[src/rtl/slcid_pkg.sv]
// Package: offsets, field layout and encodings of the link control/identity pair
package slcid_pkg;

   // ----------------------------------------------------------------
   // Register map (byte offset within the port map, bank select)
   // ----------------------------------------------------------------
   localparam logic [3:0] SLCID_OFS_LINK       = 4'h4;   // Shared offset of both registers
   localparam logic [3:0] SLCID_BANK_CTRL      = 4'h1;   // Bank of link_turnaround_control
   localparam logic [3:0] SLCID_BANK_IDENT     = 4'h3;   // Bank of link_protocol_identity

   // ----------------------------------------------------------------
   // link_turnaround_control fields
   // ----------------------------------------------------------------
   localparam int         SLCID_TURN_LSB       = 8;      // turnaround_period_sel low bit
   localparam int         SLCID_TURN_MSB       = 9;      // turnaround_period_sel high bit
   localparam int         SLCID_CTRL_ONE_BIT   = 6;      // Reads as one
   localparam logic [1:0] SLCID_TURN_RESET     = 2'h0;   // One bit period
   localparam logic [2:0] SLCID_TURN_CNT_ZERO  = 3'h0;

   // ----------------------------------------------------------------
   // link_protocol_identity fields
   // ----------------------------------------------------------------
   localparam int         SLCID_INST_LSB       = 28;     // multidrop_instance_number
   localparam int         SLCID_INST_MSB       = 31;
   localparam int         SLCID_PVER_LSB       = 0;      // wire_protocol_version
   localparam int         SLCID_PVER_MSB       = 3;
   localparam logic [3:0] SLCID_PVER_V2_MDROP  = 4'h1;   // Version 2 with multidrop
   localparam logic [31:0] SLCID_WORD_ZERO     = 32'h0000_0000;

   // ----------------------------------------------------------------
   // Turnaround sequencer states (one-hot)
   // ----------------------------------------------------------------
   typedef enum logic [1:0] {
      SLCID_IDLE = 2'b01,
      SLCID_TURN = 2'b10
   } slcid_state_t;

endpackage : slcid_pkg

[src/rtl/slcid_top.sv]
// Link control and link protocol identity registers of a serial-wire debug port
`timescale 1ns/1ps

module slcid_top #(
   parameter logic       SERIAL_VARIANT = 1'b1,   // 1: serial_wire_port_variant
   parameter logic       ARCH_V2        = 1'b1,   // 1: port_architecture_v2
   parameter logic       TURN_VARIABLE  = 1'b1,   // 1: turnaround period may be changed
   parameter logic [3:0] INSTANCE_NUM   = 4'h0    // Arbitrary default, unique per board
) (
   // Clock and reset
   input  wire logic        clk_i,
   input  wire logic        nrst_i,
   // Link side (probe-driven clock, line reset from packet logic)
   input  wire logic        link_clk_i,
   input  wire logic        line_reset_i,
   // Port register access from the packet layer
   input  wire logic        acc_valid_i,
   input  wire logic        acc_write_i,
   input  wire logic [3:0]  acc_addr_i,
   input  wire logic [3:0]  port_bank_select_i,
   input  wire logic [31:0] acc_wdata_i,
   output logic             acc_hit_o,
   output logic             rdata_valid_o,
   output logic [31:0]      rdata_o,
   output logic             prot_err_o,
   // Turnaround sequencing
   input  wire logic        turn_start_i,
   output logic             turn_active_o,
   output logic             turn_done_o,
   output logic [1:0]       turnaround_period_sel_o
);
   import slcid_pkg::*;

   // ----------------------------------------------------------------
   // State
   // ----------------------------------------------------------------
   typedef struct packed {
      slcid_state_t st;
      logic [1:0]   turn_sel;   // turnaround_period_sel
      logic [2:0]   turn_cnt;   // Bit periods already spent tristated
      logic [31:0]  rdata;
      logic         rvalid;
      logic         hit;
      logic         perr;
      logic         tdone;
   } slcid_regs_t;

   slcid_regs_t r_q;
   slcid_regs_t r_d;

   logic        link_rise;
   logic        sel_ctrl;
   logic        sel_ident;
   logic        ident_present;
   logic [31:0] ctrl_word;
   logic [31:0] ident_word;
   logic [31:0] rd_word;
   logic        ctrl_wr;
   logic [1:0]  wr_turn_sel;
   logic        wr_turn_bad;

   // ----------------------------------------------------------------
   // Link clock sampling
   // ----------------------------------------------------------------
   // A rise shows two clocks after the pin edge, so the link clock
   // must stay well below a third of clk_i or edges merge
   slcid_edge_sync u_link_sync (
      .clk_i      (clk_i),
      .nrst_i     (nrst_i),
      .link_clk_i (link_clk_i),
      .level_o    (),
      .rise_o     (link_rise)
   );

   // ----------------------------------------------------------------
   // Address decode
   // ----------------------------------------------------------------
   // Both registers share one offset; the bank select tells them apart
   assign sel_ctrl  = (acc_addr_i == SLCID_OFS_LINK)
                      && (port_bank_select_i == SLCID_BANK_CTRL);
   assign sel_ident = (acc_addr_i == SLCID_OFS_LINK)
                      && (port_bank_select_i == SLCID_BANK_IDENT);

   // Identity only exists on a serial v2 port; elsewhere it is reserved
   assign ident_present = SERIAL_VARIANT && ARCH_V2;

   // ----------------------------------------------------------------
   // Read views
   // ----------------------------------------------------------------
   // Spare bits fixed; scan-chain variant shows all zero
   always_comb begin
      ctrl_word = SLCID_WORD_ZERO;
      if (SERIAL_VARIANT) begin
         ctrl_word[SLCID_TURN_MSB:SLCID_TURN_LSB] = r_q.turn_sel;
         ctrl_word[SLCID_CTRL_ONE_BIT]            = 1'b1;
      end
   end

   // Identity word, fixed content, bits 27:4 stay zero
   always_comb begin
      ident_word = SLCID_WORD_ZERO;
      if (ident_present) begin
         ident_word[SLCID_INST_MSB:SLCID_INST_LSB] = INSTANCE_NUM;
         ident_word[SLCID_PVER_MSB:SLCID_PVER_LSB] = SLCID_PVER_V2_MDROP;
      end
   end

   // ----------------------------------------------------------------
   // Access qualifiers
   // ----------------------------------------------------------------
   // Only the serial variant has a writable control; identity never is
   assign ctrl_wr     = acc_valid_i && acc_write_i && sel_ctrl && SERIAL_VARIANT;
   assign wr_turn_sel = acc_wdata_i[SLCID_TURN_MSB:SLCID_TURN_LSB];
   // A fixed port cannot honour a longer turnaround, so it refuses loudly
   assign wr_turn_bad = !TURN_VARIABLE && (wr_turn_sel != SLCID_TURN_RESET);

   // Read word picked ahead of the flop; unmapped offsets answer zero
   always_comb begin
      rd_word = SLCID_WORD_ZERO;
      if (sel_ctrl) begin
         rd_word = ctrl_word;
      end else if (sel_ident) begin
         rd_word = ident_word;
      end
   end

   // ----------------------------------------------------------------
   // Next-state logic
   // ----------------------------------------------------------------
   always_comb begin
      r_d        = r_q;
      r_d.rvalid = 1'b0;
      r_d.hit    = 1'b0;
      r_d.perr   = 1'b0;
      r_d.tdone  = 1'b0;

      // Register access: answers one cycle later from flops
      if (acc_valid_i) begin
         r_d.hit = sel_ctrl || sel_ident;
         if (!acc_write_i) begin
            r_d.rvalid = 1'b1;
            r_d.rdata  = rd_word;
         end
      end
      // Only the period field is writable; spare bits ignored
      if (ctrl_wr && TURN_VARIABLE) begin
         r_d.turn_sel = wr_turn_sel;
      end
      if (ctrl_wr && wr_turn_bad) begin
         r_d.perr = 1'b1;
      end

      // Turnaround sequencer: sel+1 link clock rising edges tristated
      unique case (r_q.st)
         SLCID_IDLE: begin
            if (turn_start_i) begin
               r_d.st       = SLCID_TURN;
               r_d.turn_cnt = SLCID_TURN_CNT_ZERO;
            end
         end
         SLCID_TURN: begin
            if (link_rise) begin
               if (r_q.turn_cnt == {1'b0, r_q.turn_sel}) begin
                  r_d.st    = SLCID_IDLE;
                  r_d.tdone = 1'b1;
               end else begin
                  r_d.turn_cnt = r_q.turn_cnt + 3'h1;
               end
            end
         end
         default: begin
            // Illegal one-hot code: recover to idle
            r_d.st = SLCID_IDLE;
         end
      endcase

      // Line reset wins over a same-cycle write and ends any turnaround
      if (line_reset_i) begin
         r_d.turn_sel = SLCID_TURN_RESET;
         r_d.st       = SLCID_IDLE;
         r_d.turn_cnt = SLCID_TURN_CNT_ZERO;
      end
   end

   // ----------------------------------------------------------------
   // State register
   // ----------------------------------------------------------------
   // Power-up reset: single bit period turnaround
   always_ff @(posedge clk_i) begin
      if (!nrst_i) begin
         r_q          <= '0;
         r_q.st       <= SLCID_IDLE;
         r_q.turn_sel <= SLCID_TURN_RESET;
      end else begin
         r_q <= r_d;
      end
   end

   // ----------------------------------------------------------------
   // Outputs
   // ----------------------------------------------------------------
   assign acc_hit_o               = r_q.hit;
   assign rdata_valid_o           = r_q.rvalid;
   assign rdata_o                 = r_q.rdata;
   assign prot_err_o              = r_q.perr;
   assign turn_active_o           = (r_q.st == SLCID_TURN);
   assign turn_done_o             = r_q.tdone;
   assign turnaround_period_sel_o = r_q.turn_sel;

endmodule : slcid_top

[src/rtl/slcid_edge_sync.sv]
// Two-flop synchroniser of the probe's link clock with rising-edge detect
`timescale 1ns/1ps
module slcid_edge_sync (
   // Clock and reset
   input  wire logic clk_i,
   input  wire logic nrst_i,
   // Asynchronous link clock pin
   input  wire logic link_clk_i,
   // Synchronised level and one-cycle rising-edge pulse
   output logic      level_o,
   output logic      rise_o
);

   typedef struct packed {
      logic meta;   // First stage, read only by the second
      logic sync;
      logic prev;
   } slcid_sync_t;

   slcid_sync_t s_q;
   slcid_sync_t s_d;

   // Shift chain; edge detect looks only past the first stage
   always_comb begin
      s_d      = s_q;
      s_d.meta = link_clk_i;
      s_d.sync = s_q.meta;
      s_d.prev = s_q.sync;
   end

   // Synchronous reset, constants only
   always_ff @(posedge clk_i) begin
      if (!nrst_i) begin
         s_q <= '0;
      end else begin
         s_q <= s_d;
      end
   end

   assign level_o = s_q.sync;
   assign rise_o  = s_q.sync & ~s_q.prev;

endmodule : slcid_edge_sync

[config.mk]
export PLATFORM = sky130hd
export DESIGN_NAME = slcid_top
export DESIGN_NICKNAME = d
export VERILOG_FILES = /design/src/rtl/slcid_pkg.sv /design/src/rtl/slcid_top.sv /design/src/rtl/slcid_edge_sync.sv
export SDC_FILE = /design/constraint.sdc
export NUM_CORES = 1
export LEC_CHECK = 0
export BUFFER_PORTS_ARGS = -buffer_cell sky130_fd_sc_hd__buf_2
export CAP_MARGIN = 20
export CORE_ASPECT_RATIO = 1.25
export CORE_MARGIN = 2
export CORE_UTILIZATION = 38
export DETAILED_ROUTE_END_ITERATION = 10
export PLACE_DENSITY = 0.79
export SLEW_MARGIN = 15
export SYNTH_ARGS = -nofsm -noshare
export SYNTH_HDL_FRONTEND = slang
export SYNTH_SLANG_ARGS = --single-unit
export TNS_END_PERCENT = 100
[constraint.sdc]
create_clock -name clk_i -period 1.59 [get_ports clk_i]
set_input_delay 0.2385 -clock clk_i [delete_from_list [all_inputs] [get_ports clk_i]]
set_output_delay 0.2385 -clock clk_i [all_outputs]
set_load 0.01 [all_outputs]
# Word level (Yosys, flattened, before mapping)
# Index checks and enable logic that the tools add are counted.
classes:
  addsub: 1
  eq_ne: 10
  n_mux: 12
  bitwise: 4
  n_reduce_logical: 12
ops:
  columns: ["op", "n"]
  rows:
  - ["$mux W33", 1]
  - ["$mux W32", 1]
  - ["$mux W3", 3]
  - ["$mux W2", 3]
  - ["$pmux W3 S2", 1]
  - ["$reduce_and A3 Y1", 2]
  - ["$eq A4 B1 Y1 const B", 1]
  - ["$eq A4 B2 Y1 const B", 1]
  - ["$eq A4 B3 Y1 const B", 1]
  - ["$logic_and A1 B1 Y1", 4]
  - ["$ne A2 B1 Y1 const B", 2]
  - ["$ne A2 B2 Y1 const B", 2]
  - ["$pmux W2 S2", 1]
  - ["$reduce_and A2 Y1", 2]
  - ["$reduce_and A4 Y1", 1]
  - ["$add A3 B1 Y3 const B", 1]
  - ["$eq A3 B2 Y1", 1]
  - ["$not A1 Y1", 3]
  - ["$eq A2 B1 Y1 const B", 1]
  - ["$eq A2 B2 Y1 const B", 1]
  - ["$mux W1", 2]
  - ["$reduce_bool A2 Y1", 1]
  - ["$reduce_or A2 Y1", 1]
  - ["$and A1 B1 Y1", 1]
  - ["$logic_or A1 B1 Y1", 1]
totals:
  ff_bits: 46
  out_inout_bits: 39

# Depth between registers and ports, before layout
depth:
  depth_word: 5
  mapped_depth: 4
  depth_no_buf: 4

# By module
# Synthesis repeated with hierarchy kept, for this count alone.
hier_totals:
  hier_cells: 108
  hier_area_um2: 1037.2
modules_own_cells:
  columns: ["mod", "n_inst", "cells_each", "area_each_um2", "seq_area_each_um2"]
  rows:
  - ["slcid_top", 1, 101, 944.7, 280.3]
  - ["slcid_edge_sync", 1, 7, 92.6, 60.1]

# Least setup slack after synthesis
# OpenSTA, ideal clock, no wires.
synth_path:
  path_kind: "input to register"
  from: "input acc_addr_i[1]"
  to: "register r_q (netlist bit turnaround_period_sel_o[0])"
  setup_time_ns: 0.122
  arrival_time_ns: 1.067
  required_time_ns: 1.468
  setup_slack_ns: 0.401
  path_stages: 3
  n_path_buf: 0
  path_cell_list: "or4_4 > o31ai_1 > a21oi_1"
synth_between:
  elab_chain_cells: 3
synth_lines:
  columns: ["item", "line", "source"]
  rows:
  - ["start, declared", "slcid_top.sv:19", "input wire logic [3:0] acc_addr_i,"]
  - ["$eq A4 B3 Y1", "slcid_top.sv:79", "assign sel_ctrl = (acc_addr_i == SLCID_OFS_LINK)"]
  - ["$logic_and A1 B1 Y1", "slcid_top.sv:80", "&& (port_bank_select_i == SLCID_BANK_CTRL);"]
  - ["$logic_and A1 B1 Y1", "slcid_top.sv:112", "assign ctrl_wr = acc_valid_i && acc_write_i && sel_ctrl && SERIAL_VARIANT;"]
  - ["end signal, assigned", "slcid_top.sv:195", "r_q <= r_d;"]
  - ["end, declared", "slcid_top.sv:48", "slcid_regs_t r_q;"]
# Every way passes these cells.
# A chain may end at the register's enable or synchronous reset.

# Worst setup path in the final report
layout_path:
  from: "register r_q[42] in the netlist's numbering"
  to: "output turn_active_o"
layout_between:
  elab_chain_cells: 1
layout_lines:
  columns: ["item", "line", "source"]
  rows:
  - ["$eq A2 B2 Y1", "slcid_top.sv:206", "assign turn_active_o = (r_q.st == SLCID_TURN);"]
  - ["end, declared", "slcid_top.sv:28", "output logic turn_active_o,"]
# Every way passes these cells.

==> impl_metrics.tcl <==
set metrics [dict create \
    seq_power_share 0.570 \
    worstReg2RegEnd "r_q[36]" \
    hold_viol 0 \
    startpoint "r_q[42]" \
    yosysTopAreaCell "dfxtp_1" \
    max_freq_ghz 0.738 \
    grt_pass1_wl_um 2720 \
    maxCapViolCount 0 \
    ys_warn_count 0 \
    finalSetupTns_ns 0 \
    outcome "completed" \
    vdd_ir_drop_max_uv 270 \
    highest_layer "met4" \
    vias 765 \
    grtUsageTotal 0.112 \
    die_w_um 51.1 \
    cp_cell_sequence "nor2b_1, buf_2" \
    crit_fanout 4 \
    critPathCaptureType "output pin" \
    swShare 0.263 \
    ys_seq_area_frac 0.323 \
    synth_flop_cell "dfxtp_1" \
    ys_seq_elements 17 \
    power_density_nw_per_um2 695 \
    drt-initial-drc-count 1 \
    placedCellCount 166 \
    cts_sinks 17 \
    crit_family "flip-flops" \
    r2r_setup_slack_ns 0.38 \
    power.internal_mw 0.562 \
    clock_latency_ns 0.28 \
    cts_made_buffers 3 \
    die_area_um2 3210 \
    slew_violations 0 \
    clock_path_buffers 2 \
    fill_cells 279 \
    clk_pin_slew_ns 0.09 \
    critical_path_depth 2 \
    met2_wirelength_um 900 \
    avgRoutedWirePerCell_um 10.3 \
    period_share 0.853 \
    io_buffers 26 \
    reg2reg_depth 3 \
    cts_tree "yes" \
    synthTopCellsByArea "dfxtp_1, buf_4, and2_1" \
    arrival_ns 1.12 \
    pwr-share-clk 0.291 \
    grt_max_degree 13 \
    first_pass_iters 2 \
    finClkSkew_ns 0.00234 \
    area_growth_pct 4.40 \
    synth_top_area_share 0.323 \
    htree_levels 1 \
    initial_core_util 0.397 \
    synth_cell_types 34 \
    synthCells 113 \
    die_h_um 62.8 \
    post_cts_buffers 0 \
    antenna_found_initial 0 \
    place.gp.congestion 0.792 \
    wl_met1_um 694 \
    power_frac_comb 0.139 \
    final_cells 170 \
    required_ns 1.35 \
    drive_gt1_frac 0.279 \
    leakagePower_nw 0.525 \
    nets 185 \
    avgSynthCellArea_um2 9.31 \
    detail-route-antenna-nets 0 \
    endpoint "turn_active_o" \
    crit_buf_inv 1 \
    cp-start-kind "register" \
    p_switching_mw 0.201 \
    wl_um 1750 \
    antenna_cells 0 \
    grt_overflow 0 \
    hold_path_class "input pin to register" \
    r2r-start "turnaround_period_sel_o[1]" \
    row_count 21 \
    synth_edf_count 0 \
    slowest_stage "dfxtp_1" \
    setup_viol 0 \
    finalCriticalPeriod_ns 1.36 \
    syn_area_um2 1050 \
    dpl.hpwl_um 1530 \
    cts-root-buf "clkbuf_4" \
    drc 0 \
    rsz0062_at_grt "false" \
    first_global_vias 655 \
    ioPinCount 86 \
    wl_met3_um 131 \
    design.core.area_um2 2650 \
    worstSetupPathType "register to output pin" \
    cts_resized 0 \
    critical_path.max_stage_delay_ns 0.36 \
    vias_per_cell 4.50 \
    postSynth.asyncResetShare 0 \
    postCtsHoldBufs 0 \
]
==> cell usage in the layout (no fill, tap or decap), types with 2 or more instances in the layout <==
| master | synthesis | final |
|---|---|---|
| dfxtp_1 | 17 | 17 |
| nand3_1 | 4 | 4 |
| nand2b_1 | 3 | 3 |
| nor2b_1 | 4 | 4 |
| clkbuf_4 | 0 | 3 |
| nand4_1 | 5 | 5 |
| xor2_1 | 2 | 2 |
| and2_1 | 5 | 5 |
| mux2i_1 | 2 | 2 |
| a21boi_1 | 3 | 3 |
| buf_2 | 0 | 26 |
| conb_1 | 1 | 29 |
| nand2_1 | 6 | 6 |
| a21oi_1 | 2 | 2 |
| and4bb_2 | 2 | 2 |
| and3b_1 | 2 | 2 |
| o31ai_1 | 2 | 2 |
==> cell usage after synthesis, types with 3 or more instances <==
master    number
a21boi_1       3
and2_1         5
nand4_1        5
buf_4         35
nand3_1        4
nor2b_1        4
dfxtp_1       17
nand2b_1       3
nand2_1        6
==> logic make-up after synthesis <==
kind of cell / after synthesis / share of synthesized area
simple gates: 39 / 0.271
buf+inv: 37 / 0.257
flops: 17 / 0.323
compound gates: 14 / 0.0975
xor+xnor: 2 / 0.0166
mux: 2 / 0.0190
fa+ha+maj: 1 / 0.0119
other cells: 1 / 0.00356
==> registers in the layout (all words and copies together), names as in the netlist <==
name,flops
r_q,5
rdata_o,4
turnaround_period_sel_o,2
acc_hit_o,1
rdata_valid_o,1
turn_done_o,1
u_link_sync.level_o,1
u_link_sync.s_d,1
u_link_sync.s_q,1
==> cell type report <==
cell class              count  area (um2)  area share
well taps                  34        42.5      0.0387
clock inverters             1        5.00     0.00456
inverters                   1        3.75     0.00342
flip-flops and latches     17         340       0.310
clock buffers               3        22.5      0.0205
repair buffers             27         138       0.125
multi-input cells          87         547       0.498
==> power by group through the flow <==
stage / Clock [mW] / Combinational [mW] / Sequential, mW
3_5_place_dp: 0 / 0.105 / 0.445
2_1_floorplan: 0 / 0.118 / 0.445
4_1_cts: 0.233 / 0.106 / 0.435
6_report: 0.222 / 0.106 / 0.435
3_3_place_gp: 0 / 0.102 / 0.445
5_1_grt: 0.250 / 0.117 / 0.436
==> metrics by stage <==
stage | power (mW) | setup WS (ns) | hold slack [ns] | area (um2) | util
floorplan | 0.563 | 0.401 | 0.366 | 1160 | -
finish | 0.763 | 0.234 | 0.156 | 1100 | 0.414
global route | 0.804 | 0.105 | 0.152 | 1100 | 0.414
global placement | 0.546 | 0.248 | 0.419 | 1070 | 0.404
CTS | 0.774 | 0.233 | 0.148 | 1100 | 0.414
detailed placement | 0.550 | 0.228 | 0.419 | 1070 | 0.404
==> worst min path at each step <==
stage                                  start             endpoint  slack (ns)  cells after the start
final                             link_clk_i   u_link_sync.s_d[1]        0.16                      2
after global routing              link_clk_i   u_link_sync.s_d[1]        0.15                      2
after CTS                         link_clk_i   u_link_sync.s_d[1]        0.15                      2
after detailed placement  u_link_sync.s_d[1]  u_link_sync.level_o        0.42                      1
after global placement    u_link_sync.s_d[1]  u_link_sync.level_o        0.42                      1
after floorplan                   link_clk_i   u_link_sync.s_d[1]        0.37                      1
==> worst reg2reg max path: stages (launching register included) <==
cell,delay (ns)
dfxtp_1,0.36
xor2_1,0.19
o31ai_2,0.36
mux2i_1,0.24
==> layer usage <==
layer | vias up | track usage
met1 | 351 | 0.122
met5 | - | 0
met2 | 34 | 0.192
met3 | 4 | 0.0215
met4 | 0 | 0.0709
li1 | 376 | -
(Power assumes the default switching activity.)
